--- src/common/led_consts.svh ---
`ifndef LED_CONSTS_SVH
`define LED_CONSTS_SVH
`define ADDR_CONFIG      7'h10
`define ADDR_RAMP_DOWN   7'h11
`define ADDR_RAMP_UP     7'h12
`define ADDR_SEL_LOW     7'h13
`define ADDR_SEL_HIGH    7'h14
`define ADDR_GLOBAL      7'h15
`define RST_SEL_LOW      8'h00
`define RST_SEL_HIGH     2'h0
`define RST_GLOBAL       3'h7
`define RST_CODE         3'h0
`define SCALE_FULL       3'h7
`define SCALE_ZERO       3'h0
`define CFG_RUN_BIT      0
`define CFG_HOLD_BIT     3
`define CFG_FADE_BIT     4
`define CFG_RAMP_BIT     5
`define FRAME_BITS       5'h10
`define ADDR_BITS_DONE   5'h08
`define PWM_TICK_HZ      32768
`define SHORTEST_DIV     16
`define FADE_STEPS       8
`define BASE_TICKS       (`PWM_TICK_HZ / `SHORTEST_DIV)
`define STEP_BASE_TICKS  (`BASE_TICKS / `FADE_STEPS)
`endif

--- src/common/led_pkg.sv ---
package led_pkg;
    typedef enum logic [4:0] {
        ST_RUN  = 5'h01,
        ST_HOLD = 5'h02,
        ST_FADE = 5'h04,
        ST_SHDN = 5'h08,
        ST_RAMP = 5'h10
    } ramp_state_t;
    typedef logic [17:0] tick_cnt_t;
endpackage

--- src/rtl/serial_reg_port.sv ---
`timescale 1ns/1ns
`include "led_consts.svh"
// 16-bit frame: D15 read flag, D14-D8 address, D7-D0 data, MSB first
module serial_reg_port
    import led_pkg::*;
(
    input  wire logic       clk,
    input  wire logic       rst,
    input  wire logic       cs_n,
    input  wire logic       sclk,
    input  wire logic       din,
    input  wire logic [7:0] rdata,
    output logic            dout,
    output logic            wr_stb,
    output logic [6:0]      addr,
    output logic [7:0]      wdata
);
    logic [15:0] shift_r, shift_nxt;
    logic [4:0]  cnt_r, cnt_nxt;
    logic [7:0]  out_r, out_nxt;
    logic        sclk_r, sclk_nxt;
    logic        cs_n_r, cs_n_nxt;
    logic        stb_r, stb_nxt;

    // shift in on sclk rise, shift read data out on sclk fall
    always_comb begin
        shift_nxt = shift_r;
        cnt_nxt   = cnt_r;
        out_nxt   = out_r;
        sclk_nxt  = sclk;
        cs_n_nxt  = cs_n;
        stb_nxt   = 1'b0;
        if (cs_n) begin
            cnt_nxt = 5'h00;
            // commit only a whole write frame, at the end of the frame
            if (!cs_n_r && cnt_r == `FRAME_BITS && !shift_r[15]) begin
                stb_nxt = 1'b1;
            end
        end else if (sclk && !sclk_r) begin
            shift_nxt = {shift_r[14:0], din};
            if (cnt_r != 5'h1F) begin
                cnt_nxt = cnt_r + 5'h01;
            end
            if (cnt_r == `ADDR_BITS_DONE - 5'h01) begin
                out_nxt = rdata;
            end
        end else if (!sclk && sclk_r && cnt_r > `ADDR_BITS_DONE) begin
            out_nxt = {out_r[6:0], 1'b0};
        end
    end

    always_ff @(posedge clk) begin
        if (rst) begin
            shift_r <= 16'h0000;
            cnt_r   <= 5'h00;
            out_r   <= 8'h00;
            sclk_r  <= 1'b0;
            cs_n_r  <= 1'b1;
            stb_r   <= 1'b0;
        end else begin
            shift_r <= shift_nxt;
            cnt_r   <= cnt_nxt;
            out_r   <= out_nxt;
            sclk_r  <= sclk_nxt;
            cs_n_r  <= cs_n_nxt;
            stb_r   <= stb_nxt;
        end
    end

    // read address is valid at the eighth bit's rise, and again once all 16 bits are in
    assign addr   = (cnt_r == `ADDR_BITS_DONE - 5'h01 && !cs_n && sclk
                     && !sclk_r) ? {shift_r[5:0], din} : shift_r[14:8];
    assign wdata  = shift_r[7:0];
    assign wr_stb = stb_r;
    assign dout   = out_r[7];
endmodule

--- src/rtl/led_current_select_regs.sv ---
`timescale 1ns/1ns
`include "led_consts.svh"
module led_current_select_regs
    import led_pkg::*;
(
    input  wire logic        MCLK,
    input  wire logic        RST,
    input  wire logic        CS_N,
    input  wire logic        SCLK,
    input  wire logic        DIN,
    input  wire logic        PWM_TICK,
    output logic             DOUT,
    output logic [39:0]      PORT_CTRL,
    output logic [2:0]       FADE_SCALE,
    output logic             SHUTDOWN
);
    logic        wr_stb;
    logic [6:0]  addr;
    logic [7:0]  wdata;
    logic [7:0]  rdata;
    logic        dout_i;

    serial_reg_port u_port (
        .clk    (MCLK),
        .rst    (RST),
        .cs_n   (CS_N),
        .sclk   (SCLK),
        .din    (DIN),
        .rdata  (rdata),
        .dout   (dout_i),
        .wr_stb (wr_stb),
        .addr   (addr),
        .wdata  (wdata)
    );
    assign DOUT = dout_i;

    logic [7:0]  port_select_bits_low_r, port_select_bits_low_nxt;
    logic [1:0]  port_select_bits_high_r, port_select_bits_high_nxt;
    logic [2:0]  global_r, global_nxt;
    logic [2:0]  hold_code_r, hold_code_nxt;
    logic [2:0]  fade_code_r, fade_code_nxt;
    logic [2:0]  rise_code_r, rise_code_nxt;
    ramp_state_t state_r, state_nxt;
    tick_cnt_t   tmr_r, tmr_nxt;
    logic [2:0]  scale_r, scale_nxt;
    logic        down_req, up_req;

    // ticks for a code: zero for 000, base doubling per step above
    function automatic tick_cnt_t dur(input logic [2:0] code,
                                      input int        base);
        tick_cnt_t d;
        d = '0;
        if (code != 3'h0) begin
            // integer base narrowed once to the timer width
            d = tick_cnt_t'(base) << (code - 3'h1);
        end
        return d;
    endfunction

    // register writes from the serial port
    always_comb begin
        port_select_bits_low_nxt  = port_select_bits_low_r;
        port_select_bits_high_nxt = port_select_bits_high_r;
        global_nxt    = global_r;
        hold_code_nxt = hold_code_r;
        fade_code_nxt = fade_code_r;
        rise_code_nxt = rise_code_r;
        if (wr_stb) begin
            case (addr)
                `ADDR_SEL_LOW:   port_select_bits_low_nxt = wdata;
                `ADDR_SEL_HIGH:  port_select_bits_high_nxt = wdata[1:0];
                `ADDR_GLOBAL:    global_nxt = wdata[2:0];
                `ADDR_RAMP_DOWN: begin
                    hold_code_nxt = wdata[5:3];
                    fade_code_nxt = wdata[2:0];
                end
                `ADDR_RAMP_UP:   rise_code_nxt = wdata[2:0];
                default: ;
            endcase
        end
    end

    always_ff @(posedge MCLK) begin
        if (RST) begin
            port_select_bits_low_r  <= `RST_SEL_LOW;
            port_select_bits_high_r <= `RST_SEL_HIGH;
            global_r    <= `RST_GLOBAL;
            hold_code_r <= `RST_CODE;
            fade_code_r <= `RST_CODE;
            rise_code_r <= `RST_CODE;
        end else begin
            port_select_bits_low_r  <= port_select_bits_low_nxt;
            port_select_bits_high_r <= port_select_bits_high_nxt;
            global_r    <= global_nxt;
            hold_code_r <= hold_code_nxt;
            fade_code_r <= fade_code_nxt;
            rise_code_r <= rise_code_nxt;
        end
    end

    // config writes: run bit low starts ramp-down, high wakes up
    assign down_req = wr_stb && addr == `ADDR_CONFIG
                      && !wdata[`CFG_RUN_BIT] && state_r == ST_RUN;
    assign up_req   = wr_stb && addr == `ADDR_CONFIG
                      && wdata[`CFG_RUN_BIT] && state_r == ST_SHDN;

    // read mux, unused bits read zero
    always_comb begin
        rdata = 8'h00;
        case (addr)
            `ADDR_SEL_LOW:   rdata = port_select_bits_low_r;
            `ADDR_SEL_HIGH:  rdata = {6'h00, port_select_bits_high_r};
            `ADDR_GLOBAL:    rdata = {5'h00, global_r};
            `ADDR_RAMP_DOWN: rdata = {2'h0, hold_code_r, fade_code_r};
            `ADDR_RAMP_UP:   rdata = {5'h00, rise_code_r};
            `ADDR_CONFIG: begin
                rdata[`CFG_RUN_BIT]  = state_r != ST_SHDN;
                rdata[`CFG_HOLD_BIT] = state_r == ST_HOLD;
                rdata[`CFG_FADE_BIT] = state_r == ST_FADE;
                rdata[`CFG_RAMP_BIT] = state_r == ST_RAMP;
            end
            default: rdata = 8'h00;
        endcase
    end

    // ramp sequencer, timed by the PWM tick
    always_comb begin
        state_nxt = state_r;
        tmr_nxt   = tmr_r;
        scale_nxt = scale_r;
        case (state_r)
            ST_RUN: begin
                scale_nxt = `SCALE_FULL;
                if (down_req) begin
                    state_nxt = ST_HOLD;
                    tmr_nxt   = dur(hold_code_r, `BASE_TICKS);
                end
            end
            ST_HOLD: begin
                if (tmr_r == '0) begin
                    state_nxt = ST_FADE;
                    tmr_nxt   = dur(fade_code_r, `STEP_BASE_TICKS);
                    if (fade_code_r == 3'h0) begin
                        state_nxt = ST_SHDN;
                        scale_nxt = `SCALE_ZERO;
                    end
                end else if (PWM_TICK) begin
                    tmr_nxt = tmr_r - 18'h1;
                end
            end
            ST_FADE: begin
                if (PWM_TICK) begin
                    tmr_nxt = tmr_r - 18'h1;
                    if (tmr_r == 18'h1) begin
                        tmr_nxt = dur(fade_code_r, `STEP_BASE_TICKS);
                        if (scale_r == `SCALE_ZERO) begin
                            state_nxt = ST_SHDN;
                        end else begin
                            scale_nxt = scale_r - 3'h1;
                        end
                    end
                end
            end
            ST_SHDN: begin
                scale_nxt = `SCALE_ZERO;
                if (up_req) begin
                    state_nxt = ST_RAMP;
                    tmr_nxt   = dur(rise_code_r, `STEP_BASE_TICKS);
                    if (rise_code_r == 3'h0) begin
                        state_nxt = ST_RUN;
                        scale_nxt = `SCALE_FULL;
                    end
                end
            end
            ST_RAMP: begin
                if (PWM_TICK) begin
                    tmr_nxt = tmr_r - 18'h1;
                    if (tmr_r == 18'h1) begin
                        tmr_nxt = dur(rise_code_r, `STEP_BASE_TICKS);
                        if (scale_r == `SCALE_FULL) begin
                            state_nxt = ST_RUN;
                        end else begin
                            scale_nxt = scale_r + 3'h1;
                        end
                    end
                end
            end
            default: begin
                state_nxt = ST_RUN;
                scale_nxt = `SCALE_FULL;
            end
        endcase
    end

    always_ff @(posedge MCLK) begin
        if (RST) begin
            state_r <= ST_RUN;
            tmr_r   <= '0;
            scale_r <= `SCALE_FULL;
        end else begin
            state_r <= state_nxt;
            tmr_r   <= tmr_nxt;
            scale_r <= scale_nxt;
        end
    end

    // per-port control word {global code, full select}, all registered
    logic [9:0] full_sel;
    assign full_sel = {port_select_bits_high_r, port_select_bits_low_r};
    genvar gi;
    generate
        for (gi = 0; gi < 10; gi++) begin : g_port
            always_ff @(posedge MCLK) begin
                if (RST) begin
                    PORT_CTRL[4*gi+3:4*gi] <= {`RST_GLOBAL, 1'b0};
                end else begin
                    PORT_CTRL[4*gi+3:4*gi] <= {global_r, full_sel[gi]};
                end
            end
        end
    endgenerate

    // master scale and shutdown flag to the analog reference
    always_ff @(posedge MCLK) begin
        if (RST) begin
            FADE_SCALE <= `SCALE_FULL;
            SHUTDOWN   <= 1'b0;
        end else begin
            FADE_SCALE <= scale_r;
            SHUTDOWN   <= state_r == ST_SHDN;
        end
    end
endmodule

--- config.mk ---
export PLATFORM = sky130hd
export DESIGN_NAME = led_current_select_regs
export DESIGN_NICKNAME = d
export VERILOG_FILES = /design/src/common/led_pkg.sv /design/src/rtl/serial_reg_port.sv /design/src/rtl/led_current_select_regs.sv
export VERILOG_INCLUDE_DIRS = /design/src /design/src/common
export SDC_FILE = /design/constraint.sdc
export NUM_CORES = 1
export LEC_CHECK = 0
export ABC_AREA = 1
export BUFFER_PORTS_ARGS = -buffer_cell sky130_fd_sc_hd__buf_4
export CAP_MARGIN = 0
export CORE_MARGIN = 2
export CORE_UTILIZATION = 33
export CTS_BUF_LIST = sky130_fd_sc_hd__clkbuf_8 sky130_fd_sc_hd__clkbuf_16
export DETAILED_ROUTE_END_ITERATION = 10
export PLACE_DENSITY = 0.61
export RECOVER_POWER = 25
export SETUP_SLACK_MARGIN = 0.15
export SYNTH_ARGS = -nofsm -noshare
export SYNTH_HDL_FRONTEND = slang
export SYNTH_SLANG_ARGS = --single-unit
--- constraint.sdc ---
create_clock -name MCLK -period 4.5 [get_ports MCLK]
set_clock_uncertainty 0.1 [all_clocks]
set_input_delay 0.675 -clock MCLK [delete_from_list [all_inputs] [get_ports MCLK]]
set_output_delay 0.675 -clock MCLK [all_outputs]
set_load 0.05 [all_outputs]
==> results.yml, run 1 <==
run_status:
  outcome: "complete, but fails checks"
  violations: "capacitance limit, slew limit"
finish:
  nets: 752
  final_util: 0.370
  seq_area_um2: 1940
  multi_input_area_um2: 2480
  finalInstanceArea_um2: 5590
  antenna_cells: 0
  n_fill_cell: 1631
  area_growth_syn_to_layout_pct: 10.3
  final_layout_size_suffix_gt1_frac: 0.108
sta:
  finalCriticalPeriod_ns: 3.27
  tns_ns: 0
  finalMaxSlewViolations: 31
  fin_ws_ns: 1.23
  timing.final.crit_share: 0.726
  timing.fmax_mhz: 306
  max_slew_margin: -0.0454
  rsz0062_at_grt: "false"
  setup_viol: 0
  tightest_slew_ns: 1.57
  hold_viol_final: 0
synthesis:
  synth_area_um2: 5070
  ys_ff_latch: 97
  async_flop_share: 0
  syn-num-nets: 739
  ys_seq_area_frac: 0.383
  synth_edf_count: 0
  synth_top_area_cell: "dfxtp_1"
  syn_area_per_cell_um2: 6.98
  yosysWarnings: 0
  yosysTopAreaCellShare: 0.383
  synth_common_cells: "125 x nand2_1, 97 x dfxtp_1, 93 x nor2_1, 81 x inv_1, 68 x a21oi_1"
  postSynthCellCount: 726
  synthTopCellsByArea: "dfxtp_1 38%, nand2_1 9.3%, nor2_1 6.9%"
  yosys.cell_count.top_type: "nand2_1"
  synth_ff_type: "dfxtp_1"
  ys_types: 42
setup_path:
  crit_required_ns: 4.66
  crit_arrival_ns: 3.42
  path_cells: "clkbuf_1 > clkinv_1 > clkbuf_2 > nand2_1 > nand2_1 > a211oi_1"
  r2r_cells: 12
  critical_path.max_fanout: 63
  crit_type: "primary input to flip-flop"
  crit_path_frequent_cell: "nand2_1"
  endpoint_kind: "flip-flop"
  cpPeakStageDelay_ns: 1.11
  startpoint_type: "primary input"
  critPathSlowestCell: "clkbuf_1"
drt:
  antenna_left: 0
  vias_per_cell: 4.89
  route.detailed.drc: 0
  avgRoutedWirePerCell_um: 12.9
  vias: 4560
  first_pass_iters: 4
  routed_wl_um: 12000
  drt_iter0_drc: 264
die:
  core_area_um2: 15100
  die_y_um: 128
  die_x_um: 128
  die_area_um2: 16400
  ios: 51
  num_rows: 45
  initial_utilization: 0.336
place:
  routabilityCongestion: 0.863
  dp_hpwl_um: 8690
  place_ws_ns: 1.07
  place_area_um2: 5370
  place.port_buffers: 50
cts:
  cts_hold_buf: 0
  cts.htree.levels: 3
  cts.path.max_buffers: 2
  cts_tree: "built"
  cts_setup_buffers: 0
  cts_resized: 0
  clkLatencyLatePin_ns: 0.34
  clkSlewWorstSetupHoldPaths_ns: 0.07
  cts_buffers: 9
  root_buffer: "clkbuf_16"
  cts_sinks: 97
global_route:
  grtUsageMet2: 0.245
  track_usage: 0.152
  grt_pass1_vias: 4221
  grt.busiest_layer: "met2"
  antenna_found_initial: 0
  met1_usage: 0.205
  grt_util_met3: 0.0330
  grt_overflow: 0
  grt_pass1_wl_um: 20300
  grt_max_degree: 64
pwr:
  ir_drop_v: 0.000174
  power_density_nw_per_um2: 459
  power_mw: 2.56
  p_leak_nw: 2.40
hold_path:
  hold_path_class: "flip-flop to flip-flop"
  hold_depth: 2
job:
  cap_violations: 1
[cells by family after synthesis]
family / Yosys count / share of synthesized area
AO/OA/AOI/OAI: 141 / 0.147
XOR/XNOR: 10 / 0.0173
adder cells (fa/ha/maj): 7 / 0.0188
buffers and inverters: 135 / 0.127
flip-flops: 97 / 0.383
AND/OR/NAND/NOR: 336 / 0.306
[power breakdown]
| part | leakage, nW | internal, mW | switching, mW |
|---|---|---|---|
| Sequential | 0.788 | 0.929 | 0.0499 |
| Combinational | 1.47 | 0.259 | 0.582 |
| Clock | 0.136 | 0.386 | 0.357 |
[path summary, 6_finish.rpt]
path	startpoint	end	slack [ns]
worst min-delay path	port_select_bits_low_r[7]	PORT_CTRL[28]	0.35
worst min register to register	port_select_bits_low_r[7]	PORT_CTRL[28]	0.35
worst max register to register	u_port.sclk_r	port_select_bits_low_r[7]	1.46
worst max-delay path	RST	u_port.cnt_r[1]	1.23
[through the flow]
step	hold WS (ns)	cells
floorplan	0.314	726
global placement	0.345	916
detailed placement	0.346	916
CTS	0.357	932
global route	0.386	932
finish	0.353	932
[placed cells by master (no fill, tap or decap), types with 3 or more instances in the layout]
master,instances
or2_2,4
a21oi_1,68
xor2_1,10
nor3_1,16
clkbuf_1,16
o21ai_0,55
nand2_4,3
nand3_1,42
nand2_2,6
nand4_1,30
nor3b_1,3
nor2_4,3
ha_1,6
nor2_1,93
clkbuf_16,9
dfxtp_1,97
nand2_1,125
inv_1,81
inv_2,3
buf_4,35
o211ai_1,7
[sequential cells by signal, summed over array words and instances, names as in the netlist]
| register | flops |
|---|---|
| u_port.cs_n_r | 1 |
| state_r | 5 |
| global_r | 3 |
| u_port.cnt_r | 5 |
| u_port.sclk_r | 1 |
| tmr_r | 18 |
| FADE_SCALE | 3 |
| SHUTDOWN | 1 |
| hold_code_r | 3 |
| rise_code_r | 3 |
| u_port.out_r | 8 |
| scale_r | 3 |
| port_select_bits_high_r | 2 |
| PORT_CTRL | 13 |
| port_select_bits_low_r | 8 |
| u_port.wr_stb | 1 |
| fade_code_r | 3 |
| u_port.shift_r | 16 |
[worst max-delay path: cells and delay by family]
family,cells,cell delay [ns]
AND/OR/NAND/NOR,2,0.45
AO/OA/AOI/OAI,1,0.29
buffers and inverters,3,1.99
[routing by layer]
layer	vias to the layer above	routed length [µm]
met5	-	0
met4	0	190
met3	17	452
met2	76	5440
met1	2085	5910
li1	2382	-
[cell type report]
class | instances | share of cell area
Multi-Input combinational cell | 494 | 0.444
Timing Repair Buffer | 52 | 0.0586
Inverter | 85 | 0.0571
Clock inverter | 7 | 0.0107
Tap cell | 188 | 0.0421
Clock buffer | 9 | 0.0403
Sequential cell | 97 | 0.347
Power figures use the tool's default switching activity.
==> run 2: changes to the inputs <==
Clock period 4.5 ns to 3.32 ns, I/O delays scaled along.
==> run 2 against run 1 <==
  * The flow still finishes with violations (capacitance limit, slew limit)
  * Power rose by 41%
  * Count of clock-buffer cells in the layout unchanged
  * Sequential share of layout area decreased by 0.33 points
  * Critical endpoint is now tmr_r[5]
  * Combinational power up 41%
  * Largest power group unchanged
  * Critical path depth increased by 6
  * Final cell count increased by 0.32%
==> results.yml, run 2 (synthesis results as in run 1) <==
finish:
  largest_reg_flops: 18
  area_growth_syn_to_layout_pct: 11.4
  final_layout_size_suffix_gt1_frac: 0.111
  antenna_cells: 0
  mostFrequentLayoutCells: "125 x nand2_1, 97 x dfxtp_1, 93 x nor2_1"
  layout_commonest_cell: "nand2_1"
  regMostFlops: "tmr_r"
  nets: 755
  reg_top3: "tmr_r (18), u_port.shift_r (16), PORT_CTRL (13)"
hold_path:
  hold_path_class: "primary input to flip-flop"
pwr:
  ir_drop_v: 0.000237
  power_density_nw_per_um2: 640
  power_mw: 3.61
  p_leak_nw: 2.43
global_route:
  grt_overflow: 0
  grt_pass1_vias: 4067
  grt_max_degree: 62
  grt_pass1_wl_um: 20300
  track_usage: 0.153
  antenna_found_initial: 0
cts:
  cts.htree.levels: 3
  cts_tree: "built"
  clkSlewWorstSetupHoldPaths_ns: 0.07
  cts_hold_buf: 0
  cts_resized: 0
  clkLatencyLatePin_ns: 0.35
  cts_sinks: 97
  cts.path.max_buffers: 2
  cts_setup_buffers: 0
  root_buffer: "clkbuf_16"
  cts_buffers: 9
place:
  routabilityCongestion: 0.862
  dp_hpwl_um: 8730
  place.port_buffers: 50
run_status:
  outcome: "complete, but fails checks"
  violations: "capacitance limit, slew limit"
sta:
  timing.final.crit_share: 0.813
  timing.fmax_mhz: 370
  tns_ns: 0
  rsz0062_at_grt: "false"
  tightest_slew_ns: 1.55
  finalMaxSlewViolations: 31
  finalCriticalPeriod_ns: 2.70
  setup_viol: 0
  max_slew_margin: -0.0350
  hold_viol_final: 0
setup_path:
  crit_required_ns: 3.38
  cpPeakStageDelay_ns: 0.35
  critical_path.max_fanout: 26
  endpoint_kind: "flip-flop"
  crit_buf_inv: 1
  startpoint_type: "flip-flop"
  cpLargestDelayFamily: "simple AND/OR/NAND/NOR gates"
  critPathSlowestCell: "nor2_2"
  crit_arrival_ns: 2.76
  crit_type: "flip-flop to flip-flop"
  path_cells: "inv_1 > nand2_2 > nor2_2 > nand2_4 > nand2_1 > nand2_2 > nor2_4 > nand4_2 > nand2_4 > nand3_4 > nand2_1 > a21oi_1"
drt:
  antenna_left: 0
  avgRoutedWirePerCell_um: 13.0
  vias: 4555
  first_pass_iters: 5
  route.detailed.drc: 0
  routed_wl_um: 12200
  vias_per_cell: 4.87
  drt_iter0_drc: 327
die:
  ios: 51
  initial_utilization: 0.336
  die_area_um2: 16400
  core_area_um2: 15100
  die_x_um: 128
  num_rows: 45
  die_y_um: 128
job:
  cap_violations: 1
==> run 2: layer usage <==
layer	wire length, µm	vias up	GRT usage
met5	0	-	0
met2	5490	91	0.239
li1	-	2398	-
met3	551	20	0.0296
met1	5890	2046	0.211
met4	244	0	0.0562
==> run 2: final timing paths <==
path              slack [ns]                       from  depth (start not counted)             to
hold reg to reg         0.36  port_select_bits_low_r[7]                          2  PORT_CTRL[28]
hold / removal          0.28                       SCLK                          3  u_port.sclk_r
setup reg to reg        0.62              u_port.sclk_r                         12       tmr_r[5]
setup / recovery        0.62              u_port.sclk_r                         12       tmr_r[5]
==> run 2: power by group <==
| group | switching (mW) | internal, mW | total, mW |
|---|---|---|---|
| Combinational | 0.806 | 0.381 | 1.19 |
| Sequential | 0.0688 | 1.26 | 1.33 |
| Clock | 0.491 | 0.605 | 1.10 |
==> run 2: area by class of cell <==
| cell class | count | area [µm²] |
|---|---|---|
| sequential | 97 | 1940 |
| inverter | 85 | 319 |
| fill | 1625 | 9450 |
| clock buffer | 9 | 225 |
| tap | 188 | 235 |
| multi-input combinational | 494 | 2480 |
| timing repair buffer | 55 | 353 |
| clock inverter | 7 | 88.8 |
==> run 2: worst min-delay path: stages <==
cell,delay [ns]
buf_4,0.12
inv_1,0.04
nor2_1,0.03
==> run 2: metrics by stage <==
step           std cells  area, µm²  hold WS (ns)   util  setup WS, ns
2_1_floorplan        726       5070         0.314      -          1.25
3_3_place_gp         919       5390         0.350  0.357         0.492
3_5_place_dp         919       5390         0.355  0.357         0.426
4_1_cts              935       5700         0.264  0.378         0.665
5_1_grt              935       5640         0.266  0.374         0.370
6_report             935       5640         0.279  0.374         0.619
==> run 3: changes to the inputs <==
Clock period 3.32 ns to 2.6 ns, I/O delays scaled along.
==> run 3 against run 2 <==
  * The flow now finishes without violations
  * Register-to-register slack worse by 0.30 ns
  * Critical endpoint is now state_r[2]
  * Final cell count is 1.5% higher
  * Largest power group unchanged
  * Combinational power grew 37%
  * Sequential share of layout area decreased by 0.86 points
  * Clock power is 23% higher
  * Count of clock-buffer cells in the layout is the same
  * Critical path depth rose by 2
  * Via count rose by 2.3%
  * Power up 30%
  * Non-clock buffer count grew 13
  * Global-route usage grew 0.22 points
  * Routed wire length rose by 1.8%
  * Critical path type unchanged
==> results.yml, run 3 (synthesis results as in run 1) <==
pwr:
  switching_power_mw: 1.83
  combPwrFrac: 0.349
  power_frac_seq: 0.362
  p_sw_frac: 0.391
  intPower_mw: 2.85
  power_frac_clock: 0.288
  power_density_nw_per_um2: 808
  p_leak_nw: 2.49
  ir_drop_v: 0.000389
place:
  dp_hpwl_um: 9050
  routabilityCongestion: 0.806
  place.port_buffers: 50
drt:
  drt_iter0_drc: 256
  vias_per_cell: 4.91
  avgRoutedWirePerCell_um: 13.1
  first_pass_iters: 4
  routed_wl_um: 12400
  antenna_left: 0
  vias: 4662
  route.detailed.drc: 0
sta:
  hold_viol_final: 0
  finalCriticalPeriod_ns: 2.28
  tns_ns: 0
  tightest_slew_ns: 1.46
  setup_viol: 0
  finalMaxSlewViolations: 0
  rsz0062_at_grt: "true"
  timing.final.crit_share: 0.877
  max_slew_margin: 0.0289
  timing.fmax_mhz: 439
cts:
  cts_sinks: 97
  cts_tree: "built"
  root_buffer: "clkbuf_16"
  clkLatencyLatePin_ns: 0.35
  clkSlewWorstSetupHoldPaths_ns: 0.08
  cts.path.max_buffers: 2
  cts_buffers: 9
  cts_hold_buf: 0
  cts.htree.levels: 3
finish:
  nets: 769
  largest_reg_flops: 18
  reg_top3: "tmr_r (18), u_port.shift_r (16), PORT_CTRL (13)"
  final_layout_size_suffix_gt1_frac: 0.133
  layout_commonest_cell: "nand2_1"
  n_fill_cell: 1613
  antenna_cells: 0
  mostFrequentLayoutCells: "124 x nand2_1, 96 x dfxtp_1, 92 x nor2_1"
  regMostFlops: "tmr_r"
  area_growth_syn_to_layout_pct: 14.3
  final_util: 0.384
hold_path:
  hold_depth: 3
  hold_path_class: "primary input to flip-flop"
die:
  die_area_um2: 16400
  ios: 51
  core_area_um2: 15100
  num_rows: 45
  initial_utilization: 0.336
  die_x_um: 128
  die_y_um: 128
setup_path:
  crit_type: "flip-flop to flip-flop"
  r2r_cells: 14
  critical_path.max_fanout: 15
  crit_required_ns: 2.78
  crit_arrival_ns: 2.46
  startpoint_type: "flip-flop"
  endpoint_kind: "flip-flop"
global_route:
  track_usage: 0.155
  grt_overflow: 0
  grt_pass1_vias: 4187
  antenna_found_initial: 0
  grt_pass1_wl_um: 20600
  grt_max_degree: 62
run_status:
  outcome: "complete, no violations"
job:
  cap_violations: 0
[run 3: worst paths after layout]
path                             startpoint            end  slack, ns
hold / removal                         SCLK  u_port.sclk_r       0.17
setup / recovery            u_port.cnt_r[1]     state_r[2]       0.32
setup reg to reg            u_port.cnt_r[1]     state_r[2]       0.32
hold reg to reg   port_select_bits_low_r[7]  PORT_CTRL[28]       0.35
[run 3: power groups by stage]
stage,logic [mW],clock network [mW],registers [mW]
2_1_floorplan,1.22,0,1.73
3_3_place_gp,1.54,0,1.73
3_5_place_dp,1.55,0,1.73
4_1_cts,1.56,1.37,1.70
5_1_grt,1.85,1.45,1.72
6_report,1.63,1.35,1.70
[run 3: layout make-up]
class | count | area [µm²] | area share
multi-input cells | 495 | 2530 | 0.436
clock buffers | 9 | 225 | 0.0389
repair buffers | 68 | 459 | 0.0793
well taps | 188 | 235 | 0.0406
clock inverters | 7 | 85.1 | 0.0147
flip-flops and latches | 97 | 1940 | 0.335
inverters | 85 | 319 | 0.0551
[run 3: critical path, stage by stage (launching register included)]
cell	delay (ns)
dfxtp_2	0.35
ha_1	0.18
nand2_2	0.09
nor2_4	0.17
nand2_4	0.10
nand2_1	0.09
nand2_2	0.10
nor2_4	0.23
nand4_4	0.15
nand2_4	0.14
buf_6	0.17
nand3_2	0.11
nand2_1	0.08
nand2_1	0.04
nor2_1	0.11
[run 3: stage by stage]
| step | instances | hold WS, ns | setup WS [ns] | cell area, µm² | power [mW] |
|---|---|---|---|---|---|
| detailed placement | 931 | 0.347 | 0.206 | 5480 | 3.28 |
| finish | 949 | 0.172 | 0.321 | 5790 | 4.68 |
| global placement | 931 | 0.345 | 0.270 | 5480 | 3.26 |
| CTS | 947 | 0.166 | 0.238 | 5790 | 4.63 |
| floorplan | 726 | 0.314 | 0.563 | 5070 | 2.95 |
| global route | 949 | 0.165 | 0.101 | 5790 | 5.02 |
[run 3: repair_timing]
item	CTS	global route
buffers inserted	0	1
endpoints found under the hold margin	0	0
setup endpoints to repair	0	35
resized for setup	0	10
[run 3: layer usage]
metal,track usage,wire (µm)
met1,0.211,6070
met2,0.253,5630
met4,0.0407,158
met5,0,0
met3,0.0313,525
